<file path="src/logic/bbsb_pkg.sv">
// package: offsets, field positions, reset values and timing counts
package bbsb_pkg;
    // ********************************************************
    // register offsets
    // ********************************************************
    localparam logic [7:0] OFF_STATUS   = 8'h00;
    localparam logic [7:0] OFF_RESERVED = 8'h04;
    localparam logic [7:0] OFF_CLKEN    = 8'h08;
    // ********************************************************
    // field positions
    // ********************************************************
    localparam int BIT_POR_FLAG = 7;
    localparam int BIT_WDOG_FLAG = 5;
    localparam int BIT_SLOW_DET = 0;
    localparam int BIT_OSC_EN   = 1;
    localparam int BIT_OSC_SEL  = 0;
    // ********************************************************
    // reset values
    // ********************************************************
    localparam logic RST_POR_FLAG = 1'h1;
    localparam logic RST_WDOG_FLAG = 1'h0;
    localparam logic RST_OSC_EN   = 1'h0;
    localparam logic RST_OSC_SEL  = 1'h0;
    // ********************************************************
    // timing
    // ********************************************************
    localparam int CLK_HZ        = 20000000;
    localparam int RING_HOLD_US  = 40;
    localparam int RING_HOLD_CYC = (RING_HOLD_US * (CLK_HZ / 1000000));
endpackage

</file>
<file path="src/logic/bbsb_bank.sv">
// module: battery-backed status and slow clock enable register bank
`timescale 1ns/10ps
module bbsb_bank
    import bbsb_pkg::*;
(
    // clock and battery reset
    input  wire logic        clk,
    input  wire logic        rst,
    // register port
    input  wire logic [7:0]  regAddr,
    input  wire logic        regWrite,
    input  wire logic        regRead,
    input  wire logic [31:0] regWdata,
    output logic      [31:0] regRdata,
    // events and pins
    input  wire logic        watchdogResetEvt,
    input  wire logic        slowClockPresent,
    // oscillator control
    output logic             slowOscEnable,
    output logic             slowOscSourceSelect,
    output logic             ringOscHoldReq,
    // interrupt
    output logic             statusIrq
);
    // ********************************************************
    // status flags
    // ********************************************************
    logic porFlag;
    logic wdogFlag;
    logic wrStatus;
    logic wrClken;

    assign wrStatus = regWrite && (regAddr == OFF_STATUS);
    assign wrClken  = regWrite && (regAddr == OFF_CLKEN);

    bbsb_sticky_flag #(.RESET_VAL(RST_POR_FLAG)) u_por (
        .clk    (clk),
        .rst    (rst),
        .setEvt (1'h0),
        .clrReq (wrStatus && regWdata[BIT_POR_FLAG]),
        .flag   (porFlag)
    );

    bbsb_sticky_flag #(.RESET_VAL(RST_WDOG_FLAG)) u_wdog (
        .clk    (clk),
        .rst    (rst),
        .setEvt (watchdogResetEvt),
        .clrReq (wrStatus && regWdata[BIT_WDOG_FLAG]),
        .flag   (wdogFlag)
    );

    assign statusIrq = porFlag || wdogFlag;

    // ********************************************************
    // clock enable register and ring hold counter
    // ********************************************************
    logic        oscEn_ff;
    logic        nxt_oscEn;
    logic        oscSel_ff;
    logic        nxt_oscSel;
    logic [15:0] hold_ff;
    logic [15:0] nxt_hold;

    always_comb begin
        nxt_oscEn  = oscEn_ff;
        nxt_oscSel = oscSel_ff;
        nxt_hold   = hold_ff;
        if (wrClken) begin
            nxt_oscEn  = regWdata[BIT_OSC_EN];
            nxt_oscSel = regWdata[BIT_OSC_SEL];
        end
        if (wrClken && regWdata[BIT_OSC_EN] && !oscEn_ff) begin
            nxt_hold = 16'(RING_HOLD_CYC);
        end else if (hold_ff != 16'h0000) begin
            nxt_hold = hold_ff - 16'h0001;
        end
    end

    always_ff @(posedge clk or posedge rst) begin
        if (rst) begin
            oscEn_ff  <= RST_OSC_EN;
            oscSel_ff <= RST_OSC_SEL;
            hold_ff   <= 16'h0000;
        end else begin
            oscEn_ff  <= nxt_oscEn;
            oscSel_ff <= nxt_oscSel;
            hold_ff   <= nxt_hold;
        end
    end

    assign slowOscEnable       = oscEn_ff;
    assign slowOscSourceSelect = oscSel_ff;
    assign ringOscHoldReq      = (hold_ff != 16'h0000);

    // ********************************************************
    // read data
    // ********************************************************
    logic [31:0] rdata_ff;
    logic [31:0] nxt_rdata;

    always_comb begin
        nxt_rdata = rdata_ff;
        if (regRead) begin
            nxt_rdata = 32'h00000000;
            case (regAddr)
                OFF_STATUS: begin
                    nxt_rdata[BIT_POR_FLAG] = porFlag;
                    nxt_rdata[BIT_WDOG_FLAG] = wdogFlag;
                    nxt_rdata[BIT_SLOW_DET] = slowClockPresent;
                end
                OFF_CLKEN: begin
                    nxt_rdata[BIT_OSC_EN]  = oscEn_ff;
                    nxt_rdata[BIT_OSC_SEL] = oscSel_ff;
                end
                default: begin
                    nxt_rdata = 32'h00000000;
                end
            endcase
        end
    end

    always_ff @(posedge clk or posedge rst) begin
        if (rst) begin
            rdata_ff <= 32'h00000000;
        end else begin
            rdata_ff <= nxt_rdata;
        end
    end

    assign regRdata = rdata_ff;

    // ********************************************************
    // checks
    // ********************************************************
    localparam logic [31:0] STATUS_USED = (32'h1 << BIT_POR_FLAG) |
        (32'h1 << BIT_WDOG_FLAG) | (32'h1 << BIT_SLOW_DET);
    localparam logic [31:0] CLKEN_USED = (32'h1 << BIT_OSC_EN) |
        (32'h1 << BIT_OSC_SEL);
endmodule

</file>
<file path="src/logic/bbsb_sticky_flag.sv">
// module: one write-one-to-clear sticky flag with set priority
`timescale 1ns/10ps
module bbsb_sticky_flag #(
    parameter logic RESET_VAL = 1'h0
) (
    // clock and reset
    input  wire logic clk,
    input  wire logic rst,
    // set and clear
    input  wire logic setEvt,
    input  wire logic clrReq,
    // state
    output logic      flag
);
    logic flag_ff;
    logic nxt_flag;

    always_comb begin
        nxt_flag = flag_ff;
        if (clrReq) begin
            nxt_flag = 1'h0;
        end
        if (setEvt) begin
            nxt_flag = 1'h1;
        end
    end

    always_ff @(posedge clk or posedge rst) begin
        if (rst) begin
            flag_ff <= RESET_VAL;
        end else begin
            flag_ff <= nxt_flag;
        end
    end

    assign flag = flag_ff;
endmodule

</file>
<file path="config.mk">
export PLATFORM = sky130hd
export DESIGN_NAME = bbsb_bank
export DESIGN_NICKNAME = d
export VERILOG_FILES = /design/src/logic/bbsb_pkg.sv /design/src/logic/bbsb_bank.sv /design/src/logic/bbsb_sticky_flag.sv
export SDC_FILE = /design/constraint.sdc
export NUM_CORES = 1
export LEC_CHECK = 0
export BUFFER_PORTS_ARGS = -buffer_cell sky130_fd_sc_hd__buf_4
export CORE_UTILIZATION = 49
export DETAILED_ROUTE_END_ITERATION = 8
export PLACE_DENSITY = 0.83
export SLEW_MARGIN = 30
export SYNTH_ARGS = -nofsm -noshare
export SYNTH_HDL_FRONTEND = slang
export SYNTH_SLANG_ARGS = --single-unit
export TNS_END_PERCENT = 5
</file>
<file path="constraint.sdc">
create_clock -name clk -period 5.3 [get_ports clk]
set_input_delay 0.53 -clock clk [delete_from_list [all_inputs] [get_ports clk]]
set_output_delay 0.53 -clock clk [all_outputs]
set_load 0.1 [all_outputs]
</file>
# --- Word-level counts from Yosys, hierarchy flattened ---
# Cells that the tools add are included.
# Widths: inputs -> output; s select.
totals:
  register_bits: 24
  out_inout_bits: 36
op_classes:
  add_sub_neg: 1
  n_eq_ne: 1
  muxes: 8
  n_reduce_logical: 12
op_table:
  columns: ["cell", "n"]
  rows:
  - ["$mux 16", 2]
  - ["$reduce_bool 16->1", 1]
  - ["$sub 16x1->16 const B", 1]
  - ["$eq 8x4->1 const B", 1]
  - ["$logic_not 8->1", 1]
  - ["$logic_and 1x1->1", 6]
  - ["$mux 1", 5]
  - ["$reduce_bool 2->1", 2]
  - ["$pmux 1 s2", 1]
  - ["$logic_not 1->1", 1]
  - ["$logic_or 1x1->1", 1]

# --- Logic depth before layout (Yosys ltp) ---
depth:
  word_depth: 5
  ltp_mapped: 8
  ltp_nobuf: 6

# --- Hierarchy ---
# A second synthesis with hierarchy kept.
unflattened:
  cells_unflattened: 169
  hier_area_um2: 1575.3
modules_own_cells:
  columns: ["mod", "n_inst", "cells_per_inst", "area_per_inst_um2"]
  rows:
  - ["bbsb_bank", 1, 161, 1493.9]
  - ["bbsb_sticky_flag (u_por)", 1, 4, 41.3]
  - ["bbsb_sticky_flag (u_wdog)", 1, 4, 40.0]

# --- Worst setup path before layout ---
# Ideal clock, no wire load.
synth_path:
  kind: "flip-flop to flip-flop"
  from: "register oscEn_ff (netlist: slowOscEnable)"
  to: "register hold_ff[2]"
  setup_time_ns: 0.066
  arrival_time_ns: 2.019
  required_time_ns: 5.234
  setup_slack_ns: 3.215
  stages_incl_launch_ff: 6
  path_buffers: 1
  synth_period_minus_slack_ns: 2.085
  cell_sequence: "dfrtp_1 -> and3b_1 -> and4_1 -> buf_2 -> a2111oi_0 -> a31o_1"
synth_via:
  elab_chain_len: 3
  word_cells_on_any_way: 4
  classes_between: "mux: 1; reduce/logical: 3"
synth_rtl:
  columns: ["element", "line", "rtl"]
  rows:
  - ["from (decl)", "bbsb_bank.sv:57", "logic oscEn_ff;"]
  - ["from (signal assigned)", "bbsb_bank.sv:85", "oscEn_ff <= nxt_oscEn;"]
  - ["$logic_not 1->1 (*)", "bbsb_bank.sv:72", "if (wrClken && regWdata[BIT_OSC_EN] && !oscEn_ff) begin"]
  - ["$logic_and 1x1->1 (*)", "bbsb_bank.sv:72", null]
  - ["$mux 16 / $reduce_bool 2->1 (equally long branches)", null, null]
  - ["to (signal assigned)", "bbsb_bank.sv:87", "hold_ff <= nxt_hold;"]
  - ["to (decl)", "bbsb_bank.sv:61", "logic [15:0] hold_ff;"]
# Every way passes the cells marked *; elsewhere a longest branch is shown, timed or not.
# A chain may end at the register's enable or synchronous reset.

# --- Worst setup path in the final report ---
layout_path:
  from: "register hold_ff[0]"
  to: "output ringOscHoldReq"
layout_via:
  elab_chain_len: 1
layout_rtl:
  columns: ["element", "line", "rtl"]
  rows:
  - ["$reduce_bool 16->1", "bbsb_bank.sv:93", "assign ringOscHoldReq = (hold_ff != 16'h0000);"]
  - ["to (decl)", "bbsb_bank.sv:21", "output logic ringOscHoldReq,"]
# Every way passes these cells.

==> results.json <==
{
  "top_level_ports": 82,
  "final.min_clock_period_ns": 2.71,
  "coreArea_um2": 3080,
  "wl_per_cell_um": 12.0,
  "cts_setup_buffers": 0,
  "vdd_ir_drop_max_uv": 130,
  "routed_wl_um": 2810,
  "antenna_found_initial": 0,
  "p_leak_nw": 0.791,
  "cp_max_fo": 15,
  "critical_path_required_ns": 4.77,
  "grt_pass1_wl_um": 4710,
  "cts-root-buf": "clkbuf_4",
  "ant_nets": 0,
  "synthFlopType": "dfrtp_1",
  "place_congestion": 0.824,
  "worst-path-buf-inv": 2,
  "path_class": "flip-flop to primary output",
  "fillers": 297,
  "layout_common_cells": "conb_1, buf_4, dfrtp_1",
  "hold_class": "input pin to asynchronous set/reset pin",
  "r2r-start": "hold_ff[0]$_DFFE_PP0P_",
  "synth_enable_flop_cells": 0,
  "route.detailed.drc": 0,
  "final_net_count": 239,
  "path_clk_slew_ns": 0.13,
  "first_pass_iters": 4,
  "drive_above_1_share_pct": 23.6,
  "relSlewSlack_pct": 41.5,
  "critPathMaxStageDelay_ns": 0.59,
  "num_vias": 1196,
  "timing.rr.end": "hold_ff[2]$_DFFE_PP0P_",
  "fmax_mhz": 369,
  "clockBufferDepth": 2,
  "slew_violations": 0,
  "clock_latency_ns": 0.32,
  "reg2reg_depth": 6,
  "synth.distinct_cells": 45,
  "fp.dieH_um": 59.0,
  "area_delta_synth_final_pct": 8.34,
  "crit_arrival_ns": 2.18,
  "die_x_um": 59.0,
  "cp-end-kind": "primary output",
  "drv_cap": 0,
  "critPathTopFamily": "simple AND/OR/NAND/NOR gates",
  "final_common_cell": "conb_1",
  "std_cell_rows": 20,
  "power_mw": 0.619,
  "cts_tree": "built",
  "syn-cell-area_um2": 1590,
  "rsz0062_at_grt": "no",
  "grt_max_degree": 25,
  "grt_overflow": 0,
  "clock_skew_ns": 0.00203,
  "die-area_um2": 3480,
  "async_flop_share_pct": 100,
  "port_buffers": 25,
  "hold_violations": 0,
  "post_cts.resized_instances": 0,
  "cp-startpoint": "hold_ff[0]$_DFFE_PP0P_",
  "drt_iter0_markers": 46,
  "status": "complete, no violations",
  "start_util_pct": 51.7,
  "fin_crit_sh_pct": 51.1,
  "yosysWarnings": 0,
  "grtUsageTotal_pct": 18.0,
  "power_density_nw_per_um2": 359,
  "hold_buffers": 0,
  "finalSetupViolCount": 0,
  "syn_inst": 168,
  "clock-sinks": 24,
  "cts_buffers": 3,
  "rrSetupSlack_ns": 3.29,
  "path_cells": "inv_1 -> ha_1 -> nor2b_1 -> and4_1 -> nand2_2 -> buf_4",
  "drt-vias-per-instance": 5.09,
  "fin_tns_setup_ns": 0,
  "dpl.hpwl_um": 2010,
  "critPathLaunchType": "flip-flop",
  "worstMarginPinSlew_ns": 0.871,
  "antenna_cells": 0,
  "avgSynthCellArea_um2": 9.47,
  "htree_levels": 1,
  "ys_ff_latch": 24,
  "seq_area_frac_synth_pct": 37.8,
  "critPathSlowestCell": "and4_1",
  "grt_pass1_vias": 1090
}
-- cell type report --
type	instances	area (um2)	area share [%]
clock buffers	4	36.3	2.11
well taps	44	55.1	3.20
inverters	10	37.5	2.18
multi-input cells	128	805	46.7
flip-flops and latches	24	602	34.9
repair buffers	25	188	10.9
-- flip-flops by register name, indices dropped and copies added (netlist names) --
name and cells:
slowOscSourceSelect 1, slowOscEnable 1, hold_ff 16, u_por.flag 1, regRdata 4, u_wdog.flag 1
-- logic make-up after synthesis --
group	synth area share (%)
AOI/OAI and AO/OA	12.5
xor gates and xnor gates	0.551
adders and majority gates	0.787
buffers and inverters	17.9
DFF	37.8
muxes	7.16
other	0.236
and+or+nand+nor	23.0
-- worst register-to-register path, cell delays in order (launching register included) --
cell and delay, ns:
dfrtp_1 0.43, inv_1 0.07, ha_1 0.16, nor2b_1 0.20
and4_1 0.59, a2111oi_0 0.22, a31o_1 0.24
-- cells in the mapped netlist (3+ instances only) --
library cell,instances,area [um2]
nand2b_1,5,31.3
buf_2,3,15.0
inv_1,10,37.5
nor3_1,3,15.0
nand4_1,3,18.8
nand3_1,8,40.0
a21oi_1,6,30.0
nand2_1,12,45.0
mux2_2,3,33.8
nor2_1,5,18.8
mux2i_1,8,80.1
buf_4,28,210
o21ai_0,6,30.0
dfrtp_1,23,576
and2_1,4,25.0
nor3_2,3,30.0
-- stage by stage --
step	util [%]	setup WS (ns)	hold WS [ns]	instances	area, um2
3_3_place_gp	54.8	2.97	0.434	231	1690
5_1_grt	56.0	2.41	0.251	235	1720
4_1_cts	56.0	2.56	0.330	235	1720
3_5_place_dp	54.8	2.96	0.437	231	1690
6_report	56.0	2.59	0.225	235	1720
2_1_floorplan	-	3.21	0.426	195	1690
-- worst max-delay path by stage --
stage                             endpoint  slack (ns)  cells past startpoint
detailed placement          ringOscHoldReq        2.96                      6
global route                ringOscHoldReq        2.41                      6
global placement            ringOscHoldReq        2.97                      6
finish                      ringOscHoldReq        2.59                      6
CTS                         ringOscHoldReq        2.56                      6
floorplan           hold_ff[2]$_DFFE_PP0P_        3.21                      5
-- metal layers --
layer	wire length (um)	GRT usage (%)
met5	0	0
met1	1240	23.5
met2	1390	30.2
met4	34	6.12
met3	149	3.06
-- where the power goes --
group / switching (mW) / total, mW / internal (mW)
registers: 0.0470 / 0.269 / 0.222
clock network: 0.0579 / 0.0999 / 0.0420
logic: 0.172 / 0.250 / 0.0777
Power figures use the tool's default switching activity.
